[src/eqmon_pkg.sv]
// Purpose: shared constants and types of the two-channel equivalence monitor
// Assumes: 25 MHz reference clock, APB register access
// Notes: offsets are byte addresses of aligned 32-bit words
package eqmon_pkg;

	// ------------------------------------------------------------
	// clock and timing
	// ------------------------------------------------------------
	localparam int CLK_PERIOD_NS = 40;
	// default mismatch time, zero means expiry without delay
	localparam int MISMATCH_TIME_NS = 0;
	localparam int MISMATCH_CYCLES = MISMATCH_TIME_NS / CLK_PERIOD_NS;
	localparam int SYNC_STAGES = 3;

	// ------------------------------------------------------------
	// register map
	// ------------------------------------------------------------
	localparam logic [7:0] OFS_CTRL = 8'h00;
	localparam logic [7:0] OFS_LIMIT = 8'h04;
	localparam logic [7:0] OFS_STATUS = 8'h08;
	localparam logic [7:0] OFS_DIAG = 8'h0C;
	localparam int CTRL_ACT_BIT = 0;
	localparam int STS_READY_BIT = 0;
	localparam int STS_OUT_BIT = 1;
	localparam int STS_DEMAND_BIT = 2;
	localparam int STS_ERROR_BIT = 3;
	localparam int STS_FIRST_BIT = 4;
	localparam int STS_SECOND_BIT = 5;
	localparam logic RST_ACT = 1'b0;

	// ------------------------------------------------------------
	// diagnostic words
	// ------------------------------------------------------------
	localparam logic [15:0] DIAG_IDLE = 16'h0000;
	localparam logic [15:0] DIAG_INIT = 16'h8801;
	localparam logic [15:0] DIAG_ENABLED = 16'h8000;
	localparam logic [15:0] DIAG_WAIT_SECOND = 16'h8802;
	localparam logic [15:0] DIAG_WAIT_FIRST = 16'h8804;
	localparam logic [15:0] DIAG_WAIT_DROP = 16'h8806;
	localparam logic [15:0] DIAG_ERR_SECOND = 16'hC010;
	localparam logic [15:0] DIAG_ERR_FIRST = 16'hC020;
	localparam logic [15:0] DIAG_ERR_DROP = 16'hC030;

	typedef enum logic [3:0] {
		EQM_IDLE = 4'b0000,
		EQM_INIT = 4'b0001,
		EQM_ENABLED = 4'b0010,
		EQM_WAIT_SECOND = 4'b0011,
		EQM_WAIT_FIRST = 4'b0100,
		EQM_WAIT_DROP = 4'b0101,
		EQM_ERR_SECOND = 4'b0110,
		EQM_ERR_FIRST = 4'b0111,
		EQM_ERR_DROP = 4'b1000
	} eqm_state_t;

endpackage

[src/eqmon_top.sv]
// Purpose: two-channel equivalence monitor with APB register access
// Assumes: contacts are asynchronous pins; software drives activation
// Notes: all outputs are registered
//
// Design decisions made here: the register addresses and the APB register port.
`timescale 1ns/1ps
`default_nettype none
module eqmon_top import eqmon_pkg::*; #(
	parameter int ADDR_W = 12,
	parameter int LIMIT_W = 24
) (
	input wire logic ref_clk_i, // 25 MHz clock
	input wire logic nrst_i, // async reset, active low
	input wire logic first_contact_in_i, // first contact, high = closed
	input wire logic second_contact_in_i, // second contact, high = closed
	input wire logic psel_i, // apb select
	input wire logic penable_i, // apb enable
	input wire logic pwrite_i, // apb write
	input wire logic [ADDR_W-1:0] paddr_i, // apb byte address
	input wire logic [31:0] pwdata_i, // apb write data
	output logic [31:0] prdata_o, // apb read data
	output logic pready_o, // apb ready
	output logic pslverr_o, // apb error on unmapped address
	output logic combined_safe_out_o, // combined safety output
	output logic ready_o, // block active
	output logic safe_request_flag_o, // safety demand
	output logic error_o, // error flag
	output logic [15:0] diagnostic_word_o // diagnostic code
);
	import eqmon_pkg::*;

	// ------------------------------------------------------------
	// parameter checks
	// ------------------------------------------------------------
	if (ADDR_W < 8) begin : g_chk_addr
		$error("ADDR_W must be at least 8");
	end
	if (LIMIT_W < 1 || LIMIT_W > 32) begin : g_chk_limit
		$error("LIMIT_W must be 1 to 32");
	end

	typedef struct packed {
		eqm_state_t st;
		logic [LIMIT_W-1:0] timer;
		logic [LIMIT_W-1:0] limit;
		logic act;
		logic [SYNC_STAGES-1:0] sa;
		logic [SYNC_STAGES-1:0] sb;
		logic fa;
		logic fb;
		logic pa;
		logic pb;
		logic out;
		logic ready;
		logic demand;
		logic err;
		logic [15:0] diag;
		logic [31:0] rdata;
		logic rdy;
		logic slverr;
	} eqm_regs_t;

	eqm_regs_t s;
	eqm_regs_t next_s;

	logic sel_ctrl;
	logic sel_limit;
	logic sel_status;
	logic sel_diag;
	logic hi_zero;
	logic setup;
	logic wr_done;

	always_comb begin
		hi_zero = (paddr_i[ADDR_W-1:8] == '0);
		sel_ctrl = hi_zero && (paddr_i[7:0] == OFS_CTRL);
		sel_limit = hi_zero && (paddr_i[7:0] == OFS_LIMIT);
		sel_status = hi_zero && (paddr_i[7:0] == OFS_STATUS);
		sel_diag = hi_zero && (paddr_i[7:0] == OFS_DIAG);
		setup = psel_i && !penable_i;
		wr_done = psel_i && penable_i && s.rdy && pwrite_i;
	end

	// ------------------------------------------------------------
	// next state
	// ------------------------------------------------------------
	always_comb begin
		next_s = s;
		// third stage only updates the filtered view when stages 2 and 3 agree
		next_s.sa = {s.sa[SYNC_STAGES-2:0], first_contact_in_i};
		next_s.sb = {s.sb[SYNC_STAGES-2:0], second_contact_in_i};
		if (s.sa[2] == s.sa[1]) begin
			next_s.fa = s.sa[2];
		end
		if (s.sb[2] == s.sb[1]) begin
			next_s.fb = s.sb[2];
		end
		next_s.pa = s.fa;
		next_s.pb = s.fb;

		// apb: no wait state; read data is registered in the setup phase so it comes from a flip-flop
		next_s.rdy = setup;
		// misaligned addresses miss every select and answer with the error too
		next_s.slverr = setup && !(sel_ctrl || sel_limit || sel_status || sel_diag);
		if (setup) begin
			next_s.rdata = 32'h0000_0000;
			if (sel_ctrl) begin
				next_s.rdata[CTRL_ACT_BIT] = s.act;
			end
			if (sel_limit) begin
				next_s.rdata[LIMIT_W-1:0] = s.limit;
			end
			if (sel_status) begin
				next_s.rdata[STS_READY_BIT] = s.ready;
				next_s.rdata[STS_OUT_BIT] = s.out;
				next_s.rdata[STS_DEMAND_BIT] = s.demand;
				next_s.rdata[STS_ERROR_BIT] = s.err;
				next_s.rdata[STS_FIRST_BIT] = s.fa;
				next_s.rdata[STS_SECOND_BIT] = s.fb;
			end
			if (sel_diag) begin
				next_s.rdata[15:0] = s.diag;
			end
		end
		if (wr_done && sel_ctrl) begin
			next_s.act = pwdata_i[CTRL_ACT_BIT];
		end
		if (wr_done && sel_limit) begin
			next_s.limit = pwdata_i[LIMIT_W-1:0];
		end

		// monitor state machine
		if (!s.act) begin
			next_s.st = EQM_IDLE;
		end else begin
			case (s.st)
				EQM_IDLE: begin
					next_s.st = EQM_INIT;
				end
				EQM_INIT: begin
					if (s.fa && !s.fb) begin
						next_s.st = EQM_WAIT_SECOND;
						next_s.timer = s.limit;
					end else if (s.fb && !s.fa) begin
						next_s.st = EQM_WAIT_FIRST;
						next_s.timer = s.limit;
					end else if (s.fa && s.fb && !s.pa && !s.pb) begin
						// only a simultaneous closing counts, not contacts already closed
						next_s.st = EQM_ENABLED;
					end
				end
				EQM_WAIT_SECOND: begin
					// the awaited channel still counts on the edge the timer runs out
					if (!s.fa) begin
						next_s.st = EQM_INIT;
					end else if (s.fb) begin
						next_s.st = EQM_ENABLED;
					end else if (s.timer == '0) begin
						next_s.st = EQM_ERR_SECOND;
					end else begin
						next_s.timer = s.timer - 1'b1;
					end
				end
				EQM_WAIT_FIRST: begin
					if (!s.fb) begin
						next_s.st = EQM_INIT;
					end else if (s.fa) begin
						next_s.st = EQM_ENABLED;
					end else if (s.timer == '0) begin
						next_s.st = EQM_ERR_FIRST;
					end else begin
						next_s.timer = s.timer - 1'b1;
					end
				end
				EQM_ENABLED: begin
					if (!s.fa && !s.fb) begin
						next_s.st = EQM_INIT;
					end else if (!s.fa || !s.fb) begin
						next_s.st = EQM_WAIT_DROP;
						next_s.timer = s.limit;
					end
				end
				EQM_WAIT_DROP: begin
					if (!s.fa && !s.fb) begin
						next_s.st = EQM_INIT;
					end else if (s.timer == '0) begin
						next_s.st = EQM_ERR_DROP;
					end else begin
						next_s.timer = s.timer - 1'b1;
					end
				end
				EQM_ERR_SECOND, EQM_ERR_FIRST, EQM_ERR_DROP: begin
					// both contacts open is the start of a fresh sequence
					if (!s.fa && !s.fb) begin
						next_s.st = EQM_INIT;
					end
				end
				default: begin
					next_s.st = EQM_IDLE;
				end
			endcase
		end

		// outputs follow the next state so they change on the same edge
		next_s.out = (next_s.st == EQM_ENABLED);
		next_s.ready = (next_s.st != EQM_IDLE);
		next_s.demand = (next_s.st == EQM_INIT) || (next_s.st == EQM_WAIT_SECOND)
			|| (next_s.st == EQM_WAIT_FIRST) || (next_s.st == EQM_WAIT_DROP);
		next_s.err = (next_s.st == EQM_ERR_SECOND) || (next_s.st == EQM_ERR_FIRST)
			|| (next_s.st == EQM_ERR_DROP);
		case (next_s.st)
			EQM_IDLE: next_s.diag = DIAG_IDLE;
			EQM_INIT: next_s.diag = DIAG_INIT;
			EQM_ENABLED: next_s.diag = DIAG_ENABLED;
			EQM_WAIT_SECOND: next_s.diag = DIAG_WAIT_SECOND;
			EQM_WAIT_FIRST: next_s.diag = DIAG_WAIT_FIRST;
			EQM_WAIT_DROP: next_s.diag = DIAG_WAIT_DROP;
			EQM_ERR_SECOND: next_s.diag = DIAG_ERR_SECOND;
			EQM_ERR_FIRST: next_s.diag = DIAG_ERR_FIRST;
			EQM_ERR_DROP: next_s.diag = DIAG_ERR_DROP;
			default: next_s.diag = DIAG_IDLE;
		endcase
	end

	// ------------------------------------------------------------
	// state register
	// ------------------------------------------------------------
	always_ff @(posedge ref_clk_i or negedge nrst_i) begin
		if (!nrst_i) begin
			s <= '0;
			s.st <= EQM_IDLE;
			s.act <= RST_ACT;
			s.limit <= LIMIT_W'(MISMATCH_CYCLES);
			s.diag <= DIAG_IDLE;
		end else begin
			s <= next_s;
		end
	end

	always_comb begin
		prdata_o = s.rdata;
		pready_o = s.rdy;
		pslverr_o = s.slverr;
		combined_safe_out_o = s.out;
		ready_o = s.ready;
		safe_request_flag_o = s.demand;
		error_o = s.err;
		diagnostic_word_o = s.diag;
	end
endmodule
`default_nettype wire

[config.mk]
export PLATFORM = sky130hd
export DESIGN_NAME = eqmon_top
export DESIGN_NICKNAME = d
export VERILOG_FILES = /design/src/eqmon_pkg.sv /design/src/eqmon_top.sv
export SDC_FILE = /design/constraint.sdc
export NUM_CORES = 1
export LEC_CHECK = 0
export CAP_MARGIN = 20
export CORE_ASPECT_RATIO = 1.1
export CORE_MARGIN = 1
export CORE_UTILIZATION = 30
export CTS_CLUSTER_SIZE = 16
export DETAILED_ROUTE_END_ITERATION = 16
export DONT_BUFFER_PORTS = 1
export PLACE_DENSITY = 0.5
export SLEW_MARGIN = 20
export SYNTH_ARGS = -nofsm -noshare
export SYNTH_HDL_FRONTEND = slang
export SYNTH_SLANG_ARGS = --single-unit
[constraint.sdc]
create_clock -name ref_clk_i -period 4.5 [get_ports ref_clk_i]
set_input_delay 0.675 -clock ref_clk_i [delete_from_list [all_inputs] [get_ports ref_clk_i]]
set_output_delay 0.675 -clock ref_clk_i [all_outputs]
set_load 0.1 [all_outputs]
======== Word level (Yosys, flattened, before mapping) ========
Memories as Yosys holds them, arrays and structs flattened. A register that Yosys moved wholly into a read port is not among the register bits.
Cells that the tools add are included.
storage, ports and cells
  register bits ........................... 109
  bits in read-only memories .............. 128
  bits of input ports ..................... 51
  output and inout port bits .............. 54
  word-level logic and storage cells ...... 119
  memories kept ........................... 1
cells by class
  add/subtract/negate cells ............... 1
  eq/ne operators ......................... 29
  muxes and demuxes ....................... 29
  reductions and logical operators ........ 41
memories
  name             words  width  read ports  clocked after Yosys merged registers in  write ports  RTL line          RTL
  (no name shown)  16     8      1           1                                        0            eqmon_top.sv:211  case (next_s.st)
operators with widths
  kind                     count
  $mux W24                 9
  $pmux W24 S5             1
  $mux W28                 2
  $mux W4                  13
  $eq A4 B3 Y1 const B     8
  $pmux W4 S7              1
  $logic_not A24 Y1        1
  $sub A24 B1 Y24 const B  1
  $logic_and A1 B1 Y1      17
  $eq A4 B2 Y1 const B     4
  $eq A8 B4 Y1 const B     2
  $mux W16                 1
  $ne A2 B2 Y1 const B     7
  $reduce_and A10 Y1       1
  $logic_or A1 B1 Y1       9
  $eq A4 B1 Y1 const B     2
  $eq A4 B4 Y1 const B     2
  $eq A8 B3 Y1 const B     1
  $logic_not A4 Y1         2
  $logic_not A8 Y1         1
  $logic_not A1 Y1         7
  $mux W6                  1
  $reduce_bool A5 Y1       1
  $reduce_bool A4 Y1       1
  other kinds (4)          5

======== Logic depth before layout (Yosys ltp) ========
  word-level depth ........................ 12
  mapped depth ............................ 11
  gate-level depth less buffers ........... 9

======== Worst setup path before layout ========
Ideal clock, no wire load.
  path kind ............................... reg2reg
  start point ............................. register s[89] in the netlist's numbering
  end point ............................... register diagnostic_word_o[0] (netlist name)
  setup time .............................. 0.146 ns
  arrival time ............................ 2.499 ns
  required time ........................... 4.354 ns
  slack ................................... 1.856 ns
  stages on the path, launching flop included .. 9
  period minus slack after synthesis ...... 2.644 ns
  path through ............................ dfrtp_1 inv_1 ha_1 or4b_4 or4_4 nor2_4 a31oi_2 nor4_4 nor4_1
RTL lines
  item                    RTL line          RTL
  start, declared         eqmon_top.sv:63   eqm_regs_t s;
  start signal, assigned  eqmon_top.sv:236  s <= next_s;

==> flow_metrics.py <==
metrics = {
    "status": {
        "status": "completed",
    },
    "pwr": {
        "comb_power_share_pct": 6.5,
        "power.leakage_uw": 0.00245,
        "p_seq_share_pct": 52.1,
        "p_clk_share_pct": 41.4,
        "p_total_uw": 1790,
        "p_per_area_nw_per_um2": 319,
        "p_sw_uw": 471,
        "ir_worst_vdd_v": 0.000174,
        "sw_frac_of_total_pct": 26.4,
        "p_int_uw": 1320,
    },
    "placed_design": {
        "dpl.hpwl_um": 8630,
        "pre_cts_ws_ps": 1400,
        "place_congestion": 0.807,
        "portBuffers": 0,
    },
    "detailed_routing": {
        "drt-vias-per-instance": 5.10,
        "vias": 3678,
        "wire_per_inst_um": 17.9,
        "drc": 0,
        "first_pass_iters": 4,
        "detail-route-antenna-nets": 0,
        "drt_iter0_markers": 298,
        "routed_wl_um": 12900,
    },
    "critical_path": {
        "r2r_end": "diagnostic_word_o[5]",
        "r2r_slack_ps": 1320,
        "worstPathArrival_ps": 3410,
        "critPathKind": "register to register",
        "worstPathCellList": "inv_1, ha_1, or4b_4, nor4_4, a21oi_1, nor4_1, nand2b_1, inv_1, a31o_1",
        "cp_max_fo": 7,
        "startpoint_type": "register",
        "crit_required_ps": 4740,
        "r2r_start": "s[89]",
        "endpoint_kind": "register",
        "slowest_delay_ps": 600,
        "cp_slowest_cell": "nor4_1",
        "crit_top_cell": "inv_1",
        "reg2regPathDepth": 9,
    },
    "synth": {
        "ys_seq_elements": 101,
        "yosysUniqueCellTypes": 67,
        "ys.warnings.count": 0,
        "synth-main-ff-cell": "dfrtp_1",
        "synthTopCellsByArea": "dfrtp_1 47%, buf_4 7.0%, mux2_2 5.2%, o21ai_0 4.3%, a21oi_1 3.0%",
        "seq_area_frac_synth_pct": 46.8,
        "yosysTopAreaCellShare_pct": 46.8,
        "avgSynthCellArea_um2": 10.4,
        "synth_edf_count": 0,
        "netlist_instances": 519,
        "netlist_area_um2": 5400,
        "synth_top_area_cell": "dfrtp_1",
        "synth-async-reset-ratio_pct": 100,
    },
    "floorplan": {
        "io_pins": 105,
        "initial_core_util_pct": 30.6,
        "die_h_um": 143,
        "die_area_um2": 18500,
        "coreArea_um2": 17700,
        "num_rows": 51,
        "die_x_um": 130,
    },
    "global_route": {
        "grt_pass1_wl_um": 19700,
        "use_met3_pct": 4.08,
        "grt-busiest-layer": "met2",
        "grt_max_degree": 51,
        "grtUsageMet2_pct": 22.9,
        "grt_use_met1_pct": 17.8,
        "grt_remaining_overflow": 0,
        "grt_pass1_vias": 3590,
        "antenna_found_initial": 0,
        "grt_usage_pct": 14.1,
    },
    "timing": {
        "fmax_mhz": 315,
        "finalWorstSetupSlack_ps": 1320,
        "fin_tns_setup_ps": 0,
        "clock_skew_ps": 9.34,
        "final_hold_viol_count": 0,
        "slew-limit-headroom_pct": 31.5,
        "min_period_ps": 3180,
        "fin_crit_sh_pct": 70.6,
        "finalMaxSlewViolations": 0,
        "worstMarginPinSlew_ps": 1020,
        "grt_setup_unrepaired": "false",
        "fin_hold_ws_ps": 22.5,
        "setup_viol": 0,
    },
    "cells_and_area": {
        "synthToLayoutAreaGrowth_pct": 3.75,
        "nets": 534,
        "diodes": 0,
        "final_layout_size_suffix_gt1_share_pct": 14.7,
    },
    "clock_tree": {
        "cts_setup_buffers": 0,
        "cts_hold_buffers": 3,
        "cts_tree": "built",
        "clkTransAtPathRegs_ps": 70,
        "cts_root_buf": "clkbuf_16",
        "post_cts_resized": 0,
        "cts_sinks": 101,
        "cts-buffers-inserted": 9,
        "clock_path_buffers": 2,
        "clock_latency_ps": 350,
        "htree_levels": 3,
    },
    "min_path": {
        "hold_class": "primary input to async pin",
    },
    "run": {
        "maxCapViolations": 0,
    },
}
-- per-stage QoR --
step / cells / util, % / instance area (µm²)
global placement: 698 / 29.6 / 5240
CTS: 717 / 31.5 / 5560
global route: 721 / 31.7 / 5600
floorplan: 534 / - / 5460
detailed placement: 698 / 29.6 / 5240
finish: 721 / 31.7 / 5600
-- critical path: cells and delay by family (launching register included) --
| family | cells | cell delay [ps] |
|---|---|---|
| DFF | 1 | 400 |
| and+or+nand+nor | 4 | 1920 |
| buffers and inverters | 2 | 150 |
| AOI/OAI and AO/OA | 2 | 350 |
| adders and majority gates | 1 | 240 |
-- power by group through the flow --
stage	Combinational (µW)	Clock, µW	Sequential [µW]
floorplan	101	0	942
global placement	89.6	0	948
detailed placement	90.5	0	948
CTS	106	775	930
global route	125	805	931
finish	116	741	930
-- cell usage after synthesis (all sizes together), types with 2 or more instances --
cell and instances:
a31o 2, o21ai 46, dfrtp 101, nor2b 6, nor3 11, nand3 5, a22oi 11, nand2 20
a31oi 6, nand4b 3, clkbuf 21, nand2b 9, o2bb2ai 2, maj3 2, a2111oi 2, or3 2
a32oi 5, o31ai 7, and2 3, a221o 2, nand4 3, o22ai 5, mux2 25, a21oi 33
or3b 2, or4b 2, o21bai 2, mux2i 9, nor3b 5, nor2 36, a21o 5, and3 3
ha 5, or4 3, a22o 15, a211oi 2, a211o 2, inv 16, buf 56, nor4 12
-- kinds of logic (layout without fill, tap and decap cells) --
group	Yosys count	count (layout)	synth area share, %
buffers and inverters	95	44	11.6
adder cells (fa/ha/maj)	7	7	1.53
AND/OR/NAND/NOR	130	130	14.1
multiplexers	35	35	7.30
other	1	16	0.0694
flip-flops	101	101	46.8
AO/OA/AOI/OAI	150	150	18.6
-- cell usage in the layout (no fill, tap or decap), types with 4 or more instances in the layout --
| master | instances |
|---|---|
| a21o_1 | 4 |
| dlygate4sd3_1 | 6 |
| inv_1 | 16 |
| a22oi_1 | 11 |
| o31ai_1 | 6 |
| nor3_1 | 11 |
| mux2i_1 | 9 |
| conb_1 | 16 |
| nor3b_1 | 5 |
| buf_4 | 5 |
| dfrtp_1 | 101 |
| clkbuf_16 | 9 |
| nor4_1 | 8 |
| a32oi_1 | 5 |
| nand2b_1 | 9 |
| nor2_1 | 35 |
| a31oi_1 | 5 |
| nor2b_1 | 6 |
| nand3_1 | 5 |
| nand2_1 | 20 |
| ha_1 | 5 |
| a21oi_1 | 32 |
| o22ai_1 | 4 |
| o21ai_0 | 46 |
| a22o_1 | 15 |
| mux2_2 | 25 |
-- layer usage --
metal | part of all wire, % | routed length (µm) | vias up
met3 | 5.9 | 766 | 20
met4 | 2.3 | 296 | 0
li1 | - | - | 1732
met1 | 45 | 5840 | 1826
met2 | 47 | 6000 | 100
met5 | 0 | 0 | -
-- final cells by class --
| class | count | area [µm²] |
|---|---|---|
| flip-flops and latches | 101 | 2530 |
| well taps | 238 | 298 |
| repair buffers | 12 | 125 |
| clock buffers | 9 | 225 |
| inverters | 16 | 60.1 |
| clock inverters | 7 | 55.1 |
| fillers | 1846 | 12100 |
| multi-input cells | 338 | 2310 |
-- sequential cells by signal, summed over array words and instances (netlist names) --
register	count
pready_o	1
safe_request_flag_o	1
combined_safe_out_o	1
s	57
error_o	1
diagnostic_word_o	8
next_s	6
ready_o	1
pslverr_o	1
prdata_o	24
-- worst max-delay path by stage --
| stage | cells after the start | to | from | slack (ps) |
|---|---|---|---|---|
| final | 9 | diagnostic_word_o[5] | s[89] | 1320 |
| after global routing | 9 | diagnostic_word_o[5] | s[89] | 1190 |
| after CTS | 9 | diagnostic_word_o[5] | s[89] | 1370 |
| after detailed placement | 9 | diagnostic_word_o[5] | s[89] | 1400 |
| after global placement | 9 | diagnostic_word_o[5] | s[89] | 1460 |
| after floorplan | 8 | diagnostic_word_o[0] | s[89] | 1860 |
(Power assumes the default switching activity.)
